--- config.mk ---
export PLATFORM = sky130hd
export DESIGN_NAME = drive_power_start_sequencer
export DESIGN_NICKNAME = d
export VERILOG_FILES = /design/src/design/dps_pkg.sv /design/src/design/dps_tmo_if.sv /design/src/design/drive_power_start_sequencer.sv /design/src/design/dps_mains_timer.sv
export SDC_FILE = /design/constraint.sdc
export NUM_CORES = 1
export LEC_CHECK = 0
export BUFFER_PORTS_ARGS = -buffer_cell sky130_fd_sc_hd__buf_2
export CORE_MARGIN = 2
export CORE_UTILIZATION = 50
export CTS_CLUSTER_SIZE = 12
export DETAILED_ROUTE_END_ITERATION = 10
export PLACE_DENSITY = 0.81
export SLEW_MARGIN = 20
export SYNTH_ARGS = -nofsm -noshare
export SYNTH_HDL_FRONTEND = slang
export SYNTH_SLANG_ARGS = --single-unit
--- constraint.sdc ---
create_clock -name core_clk -period 2 [get_ports core_clk]
set_input_delay 0.2 -clock core_clk [delete_from_list [all_inputs] [get_ports core_clk]]
set_output_delay 0.2 -clock core_clk [all_outputs]
set_load 0.01 [all_outputs]
--- src/design/dps_pkg.sv ---
// Package: shared constants for the drive power start sequencer.
// Assumes a 50 MHz core clock; register port and state codes live here.
package dps_pkg;

  // ------------------------------------------------------------------
  // Clock and timing
  // ------------------------------------------------------------------
  localparam int unsigned CLK_HZ = 50000000;
  localparam int unsigned MS_CYCLES = CLK_HZ / 1000;
  localparam logic [15:0] MAINS_TMO_MS_RST = 16'h0BB8;

  // ------------------------------------------------------------------
  // Register offsets (word addresses)
  // ------------------------------------------------------------------
  localparam logic [3:0] ADDR_CTRL_WORD = 4'h0;
  localparam logic [3:0] ADDR_STATUS_WORD = 4'h1;
  localparam logic [3:0] ADDR_CONFIG = 4'h2;
  localparam logic [3:0] ADDR_MAINS_TMO = 4'h3;
  localparam logic [3:0] ADDR_SPEED_REF = 4'h4;
  localparam logic [3:0] ADDR_IRQ_STATUS = 4'h5;
  localparam logic [3:0] ADDR_IRQ_MASK = 4'h6;

  // ------------------------------------------------------------------
  // Control word fields and command codes
  // ------------------------------------------------------------------
  localparam logic [15:0] CW_MASK_CMD = 16'h008F;
  localparam logic [15:0] CW_SHUTDOWN = 16'h0006;
  localparam logic [15:0] CW_SWITCH_ON = 16'h0007;
  localparam logic [15:0] CW_ENABLE_OP = 16'h000F;
  localparam logic [15:0] CW_DISABLE_V = 16'h0000;
  localparam logic [15:0] CW_QUICK_STOP = 16'h0002;
  localparam int unsigned CW_BIT_FAULT_RST = 7;

  // ------------------------------------------------------------------
  // Status word encodings (bit 4 is voltage enabled)
  // ------------------------------------------------------------------
  localparam logic [15:0] SW_NOT_READY = 16'h0000;
  localparam logic [15:0] SW_SW_ON_DIS = 16'h0040;
  localparam logic [15:0] SW_READY = 16'h0021;
  localparam logic [15:0] SW_SWITCHED_ON = 16'h0023;
  localparam logic [15:0] SW_OP_ENABLED = 16'h0027;
  localparam logic [15:0] SW_FAULT = 16'h0008;
  localparam int unsigned SW_BIT_VOLT = 4;

  // ------------------------------------------------------------------
  // Config and interrupt bit positions
  // ------------------------------------------------------------------
  localparam int unsigned CFG_BIT_CONTACTOR = 0;
  localparam int unsigned IRQ_BIT_CONTACTOR_ERR = 0;
  localparam int unsigned IRQ_BIT_STATE_CHG = 1;
  localparam int unsigned IRQ_BIT_SUPPLY_CHG = 2;
  localparam logic [2:0] IRQ_RST = 3'h0;

  // Drive operating states
  typedef enum logic [2:0] {
    ST_NOT_READY,
    ST_SW_ON_DIS,
    ST_READY,
    ST_SWITCHED_ON,
    ST_OP_ENABLED,
    ST_FAULT
  } op_state_e;

endpackage

--- src/design/dps_tmo_if.sv ---
// Interface: link between the sequencer and its mains timeout timer.
// Assumes both ends share core_clk.
`timescale 1ns/10ps
interface dps_tmo_if;
  logic run;
  logic [15:0] limit_ms;
  logic expired;
  modport ctrl (output run, output limit_ms, input expired);
  modport timer (input run, input limit_ms, output expired);
endinterface // dps_tmo_if

--- src/design/drive_power_start_sequencer.sv ---
// Module: operating state machine for a drive with separate power stage.
// Assumes a register master with one-cycle strobes and core_clk at 50 MHz.
// Function
// - Control stage runs and answers while power stage supply is absent.
// - Ready state reports 21 hex without supply, 31 hex with supply.
// - Supply absent in switched on past timeout raises contactor error.
// - Contactor variant keeps contactor open before switch-on.
// - Contactor variant closes contactor on switch-on in ready state.
//
// Decided for this implementation: the address map and the strobed register port.
`timescale 1ns/10ps
module drive_power_start_sequencer (
  // Clock and reset
  input wire logic core_clk,
  input wire logic srst,
  // Register port
  input wire logic [3:0] addr,
  input wire logic [15:0] wdata,
  input wire logic wr_stb,
  input wire logic rd_stb,
  output logic [15:0] rdata,
  // Power stage
  input wire logic power_stage_present,
  output logic contactor_close,
  output logic no_power_stage_indication,
  // Motor side
  output logic [15:0] motor_speed_ref,
  output logic irq
);
  import dps_pkg::*;

  dps_tmo_if tmo_if ();

  // ------------------------------------------------------------------
  // Registers
  // ------------------------------------------------------------------
  op_state_e state_ff, nxt_state;
  logic [15:0] cw_ff, nxt_cw;
  logic cw_new_ff, nxt_cw_new;
  logic fr_prev_ff, nxt_fr_prev;
  logic cfg_cont_ff, nxt_cfg_cont;
  logic [15:0] tmo_ff, nxt_tmo;
  logic [15:0] sref_ff, nxt_sref;
  logic [2:0] ista_ff, nxt_ista;
  logic [2:0] imask_ff, nxt_imask;
  logic [15:0] rdata_ff, nxt_rdata;
  logic cont_ff, nxt_cont;
  logic nlp_ff, nxt_nlp;
  logic [15:0] mref_ff, nxt_mref;
  logic irq_ff, nxt_irq;
  logic pwr_prev_ff, nxt_pwr_prev;
  logic [15:0] status_word;
  logic [15:0] cmd;
  logic fault_edge;
  logic contactor_err;

  // Status word built from operating state and supply presence
  function automatic logic [15:0] state_word(op_state_e s, logic volt);
    logic [15:0] w;
    w = SW_NOT_READY;
    unique case (s)
      ST_NOT_READY: w = SW_NOT_READY;
      ST_SW_ON_DIS: w = SW_SW_ON_DIS;
      ST_READY: w = SW_READY;
      ST_SWITCHED_ON: w = SW_SWITCHED_ON;
      ST_OP_ENABLED: w = SW_OP_ENABLED;
      ST_FAULT: w = SW_FAULT;
    endcase
    w[SW_BIT_VOLT] = volt;
    return w;
  endfunction

  assign status_word = state_word(state_ff, power_stage_present);
  assign cmd = cw_ff & CW_MASK_CMD;
  assign fault_edge = cw_ff[CW_BIT_FAULT_RST] & ~fr_prev_ff;
  assign contactor_err = tmo_if.expired & ~power_stage_present;

  // ------------------------------------------------------------------
  // Timeout timer
  // ------------------------------------------------------------------
  // Runs only in switched on while the supply is missing
  assign tmo_if.run = (state_ff == ST_SWITCHED_ON) & ~power_stage_present;
  assign tmo_if.limit_ms = tmo_ff;

  dps_mains_timer u_timer (
    .core_clk(core_clk),
    .srst(srst),
    .tmo(tmo_if.timer)
  );

  // ------------------------------------------------------------------
  // Operating state machine
  // ------------------------------------------------------------------
  // Commands are acted on once per control word write
  always_comb begin
    nxt_state = state_ff;
    nxt_fr_prev = fr_prev_ff;
    if (cw_new_ff) begin
      nxt_fr_prev = cw_ff[CW_BIT_FAULT_RST];
    end
    unique case (state_ff)
      ST_NOT_READY: nxt_state = ST_SW_ON_DIS;
      ST_SW_ON_DIS:
        if (cw_new_ff && cmd == CW_SHUTDOWN) begin
          nxt_state = ST_READY;
        end
      ST_READY:
        if (cw_new_ff) begin
          if (cmd == CW_SWITCH_ON) begin
            nxt_state = ST_SWITCHED_ON;
          end else if (cmd == CW_ENABLE_OP) begin
            nxt_state = ST_OP_ENABLED;
          end else if (cmd != CW_SHUTDOWN) begin
            nxt_state = ST_SW_ON_DIS;
          end
        end
      ST_SWITCHED_ON:
        if (contactor_err) begin
          nxt_state = ST_FAULT;
        end else if (cw_new_ff) begin
          if (cmd == CW_ENABLE_OP) begin
            nxt_state = ST_OP_ENABLED;
          end else if (cmd == CW_SHUTDOWN) begin
            nxt_state = ST_READY;
          end else if (cmd != CW_SWITCH_ON) begin
            nxt_state = ST_SW_ON_DIS;
          end
        end
      ST_OP_ENABLED:
        if (cw_new_ff) begin
          if (cmd == CW_SWITCH_ON) begin
            nxt_state = ST_SWITCHED_ON;
          end else if (cmd == CW_SHUTDOWN) begin
            nxt_state = ST_READY;
          end else if (cmd != CW_ENABLE_OP) begin
            nxt_state = ST_SW_ON_DIS;
          end
        end
      ST_FAULT:
        if (cw_new_ff && fault_edge) begin
          nxt_state = ST_SW_ON_DIS;
        end
    endcase
  end

  // ------------------------------------------------------------------
  // Register port, outputs and interrupts
  // ------------------------------------------------------------------
  always_comb begin
    nxt_cw = cw_ff;
    nxt_cw_new = 1'b0;
    nxt_cfg_cont = cfg_cont_ff;
    nxt_tmo = tmo_ff;
    nxt_sref = sref_ff;
    nxt_imask = imask_ff;
    nxt_ista = ista_ff;
    nxt_rdata = 16'h0000;
    nxt_pwr_prev = power_stage_present;
    if (wr_stb) begin
      unique case (addr)
        ADDR_CTRL_WORD: begin
          nxt_cw = wdata;
          nxt_cw_new = 1'b1;
        end
        ADDR_CONFIG: nxt_cfg_cont = wdata[CFG_BIT_CONTACTOR];
        ADDR_MAINS_TMO: nxt_tmo = wdata;
        ADDR_SPEED_REF: nxt_sref = wdata;
        ADDR_IRQ_STATUS: nxt_ista = ista_ff & ~wdata[2:0];
        ADDR_IRQ_MASK: nxt_imask = wdata[2:0];
        default: ;
      endcase
    end
    // Set wins over a write-one clear in the same cycle
    if (contactor_err) begin
      nxt_ista[IRQ_BIT_CONTACTOR_ERR] = 1'b1;
    end
    if (nxt_state != state_ff) begin
      nxt_ista[IRQ_BIT_STATE_CHG] = 1'b1;
    end
    if (power_stage_present != pwr_prev_ff) begin
      nxt_ista[IRQ_BIT_SUPPLY_CHG] = 1'b1;
    end
    if (rd_stb) begin
      unique case (addr)
        ADDR_CTRL_WORD: nxt_rdata = cw_ff;
        ADDR_STATUS_WORD: nxt_rdata = status_word;
        ADDR_CONFIG: nxt_rdata = {15'h0000, cfg_cont_ff};
        ADDR_MAINS_TMO: nxt_rdata = tmo_ff;
        ADDR_SPEED_REF: nxt_rdata = sref_ff;
        ADDR_IRQ_STATUS: nxt_rdata = {13'h0000, ista_ff};
        ADDR_IRQ_MASK: nxt_rdata = {13'h0000, imask_ff};
        default: nxt_rdata = 16'h0000;
      endcase
    end
    // Contactor open until switched on, closed while on or enabled when the contactor config bit is set
    nxt_cont = cfg_cont_ff &
      (state_ff == ST_SWITCHED_ON || state_ff == ST_OP_ENABLED);
    nxt_nlp = ~power_stage_present;
    nxt_mref = (state_ff == ST_OP_ENABLED) ? sref_ff : 16'h0000;
    nxt_irq = |(ista_ff & imask_ff);
  end

  // Register update
  always_ff @(posedge core_clk) begin
    if (srst) begin
      state_ff <= ST_NOT_READY;
      cw_ff <= CW_DISABLE_V;
      cw_new_ff <= 1'b0;
      fr_prev_ff <= 1'b0;
      cfg_cont_ff <= 1'b0;
      tmo_ff <= MAINS_TMO_MS_RST;
      sref_ff <= 16'h0000;
      ista_ff <= IRQ_RST;
      imask_ff <= IRQ_RST;
      rdata_ff <= 16'h0000;
      cont_ff <= 1'b0;
      nlp_ff <= 1'b1;
      mref_ff <= 16'h0000;
      irq_ff <= 1'b0;
      pwr_prev_ff <= 1'b0;
    end else begin
      state_ff <= nxt_state;
      cw_ff <= nxt_cw;
      cw_new_ff <= nxt_cw_new;
      fr_prev_ff <= nxt_fr_prev;
      cfg_cont_ff <= nxt_cfg_cont;
      tmo_ff <= nxt_tmo;
      sref_ff <= nxt_sref;
      ista_ff <= nxt_ista;
      imask_ff <= nxt_imask;
      rdata_ff <= nxt_rdata;
      cont_ff <= nxt_cont;
      nlp_ff <= nxt_nlp;
      mref_ff <= nxt_mref;
      irq_ff <= nxt_irq;
      pwr_prev_ff <= nxt_pwr_prev;
    end
  end

  assign rdata = rdata_ff;
  assign contactor_close = cont_ff;
  assign no_power_stage_indication = nlp_ff;
  assign motor_speed_ref = mref_ff;
  assign irq = irq_ff;
endmodule // drive_power_start_sequencer

--- src/design/dps_mains_timer.sv ---
// Module: millisecond timeout timer for the power stage supply check.
// Assumes core_clk at the package rate and synchronous active-high reset.
`timescale 1ns/10ps
module dps_mains_timer (
  // Clock and reset
  input wire logic core_clk,
  input wire logic srst,
  // Control
  dps_tmo_if.timer tmo
);
  import dps_pkg::*;

  logic [15:0] pre_ff, nxt_pre;
  logic [15:0] ms_ff, nxt_ms;
  logic exp_ff, nxt_exp;

  // Count milliseconds while run is high, clear when dropped
  always_comb begin
    nxt_pre = pre_ff;
    nxt_ms = ms_ff;
    nxt_exp = exp_ff;
    if (!tmo.run) begin
      nxt_pre = 16'h0000;
      nxt_ms = 16'h0000;
      nxt_exp = 1'b0;
    end else if (!exp_ff) begin
      if (pre_ff == 16'(MS_CYCLES - 1)) begin
        nxt_pre = 16'h0000;
        nxt_ms = ms_ff + 16'h0001;
      end else begin
        nxt_pre = pre_ff + 16'h0001;
      end
      if (ms_ff >= tmo.limit_ms) begin
        nxt_exp = 1'b1;
      end
    end
  end

  // State registers
  always_ff @(posedge core_clk) begin
    if (srst) begin
      pre_ff <= 16'h0000;
      ms_ff <= 16'h0000;
      exp_ff <= 1'b0;
    end else begin
      pre_ff <= nxt_pre;
      ms_ff <= nxt_ms;
      exp_ff <= nxt_exp;
    end
  end

  assign tmo.expired = exp_ff;
endmodule // dps_mains_timer

==> results.sh <==
export IMPL_outcome="finished, final reports clean"
export IMPL_cp_start_kind="flop"
export IMPL_clkSinkCount=129
export IMPL_ctsHoldBuffers=0
export IMPL_netSwitchingFraction_pct=23.6
export IMPL_worst_path_buf_inv=0
export IMPL_rsz0062_at_grt="true"
export IMPL_core_area_mm2=0.0109
export IMPL_intPower_uw=4570
export IMPL_synth_top_family_by_area="simple AND/OR/NAND/NOR gates"
export IMPL_layout_drive_gt1_share_pct=17.2
export IMPL_clockBufferDepth=2
export IMPL_r2r_slack_ns=0.10
export IMPL_wl_mm=14.9
export IMPL_ys_async_sr_fraction_pct=0
export IMPL_grt_pass1_wl_mm=24.4
export IMPL_syn_inst=661
export IMPL_hold_path_class="in2reg"
export IMPL_p_clk_share_pct=53.1
export IMPL_synth_area_mm2=0.00564
export IMPL_whs_ns=0.0253
export IMPL_fin_skew_ns=0.00775
export IMPL_synth_edf_count=0
export IMPL_die_w_um=110
export IMPL_fin_ws_ns=0.101
export IMPL_worst_pin_slew_ns=0.777
export IMPL_cts_clk_slew_worst_paths_ns=0.06
export IMPL_net_switching_power_uw=1410
export IMPL_antenna_found_initial=0
export IMPL_ys_ff_latch=129
export IMPL_fmax_ghz=0.527
export IMPL_die_h_um=110
export IMPL_ant_nets=0
export IMPL_p_per_area_mw_per_mm2=886
export IMPL_fin_nets=768
export IMPL_gp_congestion=0.934
export IMPL_grt_max_degree=44
export IMPL_crit_reg2reg_launch="u_timer.pre_ff[1]"
export IMPL_synthAdderAreaFrac_pct=4.21
export IMPL_r2r_end="u_timer.ms_ff[15]"
export IMPL_crit_fanout=5
export IMPL_cts_tree="done"
export IMPL_grt_usage_pct=25.8
export IMPL_overflow=0
export IMPL_root_buffer="clkbuf_16"
export IMPL_seq_area_frac_synth_pct=45.8
export IMPL_hold_viol=0
export IMPL_synth_mux_area_share_pct=1.06
export IMPL_slew_headroom_pct=48.1
export IMPL_cp_cell_sequence="ha_2, and4_1, and4_4, nand4_4, or4_1, a21oi_1"
export IMPL_htree_levels=4
export IMPL_dr_total_vias=5217
export IMPL_std_cell_rows=38
export IMPL_fin_setup_tns_ns=0
export IMPL_cpLargestDelayFamily="simple AND/OR/NAND/NOR gates"
export IMPL_synth_top_flop_cell="dfxtp_1"
export IMPL_arrival_ns=2.24
export IMPL_min_to="tmo_ff[8]"
export IMPL_fp_dieArea_mm2=0.0122
export IMPL_numCtsBuffers=17
export IMPL_syn_to_final_growth_pct=19.6
export IMPL_p_comb_share_pct=3.3
export IMPL_drv_slew=0
export IMPL_synth_cell_types=58
export IMPL_io_pins=60
export IMPL_fin_crit_sh_pct=94.9
export IMPL_synthSimpleGateAreaFrac_pct=25.3
export IMPL_syn_nets=705
export IMPL_clock_latency_ns=0.42
export IMPL_viasPerCell=5.95
export IMPL_portBuffers=59
export IMPL_grt_pass1_vias=5148
export IMPL_setup_violations=0
export IMPL_wl_per_cell_um=17.0
export IMPL_required_ns=2.34
export IMPL_min_path_cells=2
export IMPL_first_pass_iters=7
export IMPL_synth_warnings=0
export IMPL_preCtsSetupSlack_ns=-0.0416
export IMPL_start_util_pct=51.6
export IMPL_insertedDiodeCount=0
export IMPL_vdd_drop_max_v=0.000551
export IMPL_p_seq_share_pct=43.6
export IMPL_drv_cap=0
export IMPL_cp_end_kind="flop"
export IMPL_min_period_ns=1.90
export IMPL_reg2reg_depth=6
export IMPL_hold_start="wdata[8]"
export IMPL_setup_worst_path_class="reg2reg"
export IMPL_drt_iter0_drc=503
export IMPL_synth_compound_area_share_pct=14.9
export IMPL_p_leak_uw=0.00258
export IMPL_slowest_stage="or4_1"
export IMPL_cp_slowest_stage_delay_ns=0.43
export IMPL_dp_hpwl_mm=10.1
export IMPL_synth_area_per_cell_um2=8.54
export IMPL_synth_xor_area_share_pct=4.35
export IMPL_drc=0
## cells in the final DEF (no fill, tap or decap), types with 11 or more instances in the layout
master	n
a21oi_1	63
a222oi_1	14
and2_1	18
buf_2	59
buf_4	20
clkbuf_16	17
dfxtp_1	128
ha_1	17
inv_1	25
nand2_1	116
nand3_1	11
nand4_1	12
nor2_1	67
nor3_1	11
o21ai_0	16
xnor2_1	11
xor2_1	17
## how the worst max path moves through the flow
stage | from | end | slack, ns | cells after the start
2_1_floorplan | u_timer.pre_ff[0] | u_timer.ms_ff[15] | 0.20 | 7
3_3_place_gp | tmo_ff[14] | u_timer.tmo.expired | 0.09 | 7
3_5_place_dp | tmo_ff[15] | u_timer.tmo.expired | -0.04 | 7
4_1_cts | tmo_ff[14] | u_timer.tmo.expired | 0.03 | 7
5_1_grt | u_timer.pre_ff[1] | u_timer.ms_ff[11] | -0.02 | 6
6_report | u_timer.pre_ff[1] | u_timer.ms_ff[15] | 0.10 | 6
## flip-flops by register name, indices dropped and copies added (netlist names), 3 cells and up
name             cells
state_ff             3
imask_ff             3
u_timer.ms_ff       16
cw_ff               16
motor_speed_ref     16
tmo_ff              16
ista_ff              3
rdata               16
u_timer.pre_ff      16
sref_ff             16
## synth_stat cells (2+ instances only)
cell,count,area share (%)
nor2_1,67,4.5
a211o_1,8,1.2
nor2b_1,8,0.89
or3_1,2,0.22
nor4_1,4,0.44
a21oi_1,63,5.6
o31ai_1,2,0.27
nor4b_2,3,0.80
nand4b_1,3,0.47
a222oi_1,14,2.5
nor3b_1,2,0.27
nor3_1,12,1.1
nand2_1,116,7.7
a211oi_1,4,0.53
clkbuf_1,23,1.5
nand3b_1,2,0.27
o21ai_0,16,1.4
buf_2,9,0.80
a22o_1,2,0.31
xnor2_1,11,1.7
nand3_1,11,0.98
and4_1,5,0.78
nand2b_1,7,0.78
nand4_1,12,1.3
a2111oi_0,2,0.31
and2_0,2,0.22
dfxtp_1,129,46
and3_1,5,0.55
xor2_1,17,2.6
ha_1,19,4.2
mux2i_1,6,1.1
o21a_1,4,0.53
and2_1,18,2.0
a221oi_1,4,0.62
inv_1,25,1.7
a21o_1,2,0.27
## power by group through the flow
stage,Sequential [uW],Combinational [uW],Clock [uW]
after global routing,2610,213,3300
after CTS,2610,192,3200
after floorplan,2660,113,0
after detailed placement,2670,189,0
final,2610,197,3180
after global placement,2670,182,0
## metal layers
metal	track usage [%]	vias up	routed length, um
met1	32.5	2468	6070
met4	13.2	0	401
li1	-	2423	-
met3	5.47	46	1240
met2	41.8	280	7200
met5	0	-	0
## stage by stage
step | std cells | util [%] | area (um2) | total power (uW)
floorplan | 661 | - | 5640 | 2770
global placement | 845 | 55.9 | 6110 | 2850
detailed placement | 845 | 55.9 | 6110 | 2860
CTS | 877 | 61.5 | 6720 | 6000
global route | 877 | 61.7 | 6750 | 6130
finish | 877 | 61.7 | 6750 | 5980
## cell type report
class / count / area, um2
Multi-Input combinational cell: 472 / 2840
Timing Repair Buffer: 79 / 445
Clock buffer: 18 / 439
Clock inverter: 14 / 170
Tap cell: 140 / 175
Fill cell: 889 / 4180
Sequential cell: 129 / 2580
Inverter: 25 / 93.8
## kinds of logic (layout without fill, tap and decap cells)
| family | count (synthesis) | in the layout |
|---|---|---|
| XOR/XNOR | 28 | 28 |
| AO/OA/AOI/OAI | 130 | 130 |
| multiplexers | 6 | 6 |
| adder cells (fa/ha/maj) | 19 | 19 |
| flip-flops | 129 | 129 |
| buffers and inverters | 60 | 136 |
| AND/OR/NAND/NOR | 289 | 289 |
## timing repair
item	in CTS	in global routing
endpoints found under the hold margin	0	0
endpoints found under the setup margin	1	4
buffers inserted	0	0
gates resized for setup	1	8
(Power assumes the default switching activity.)
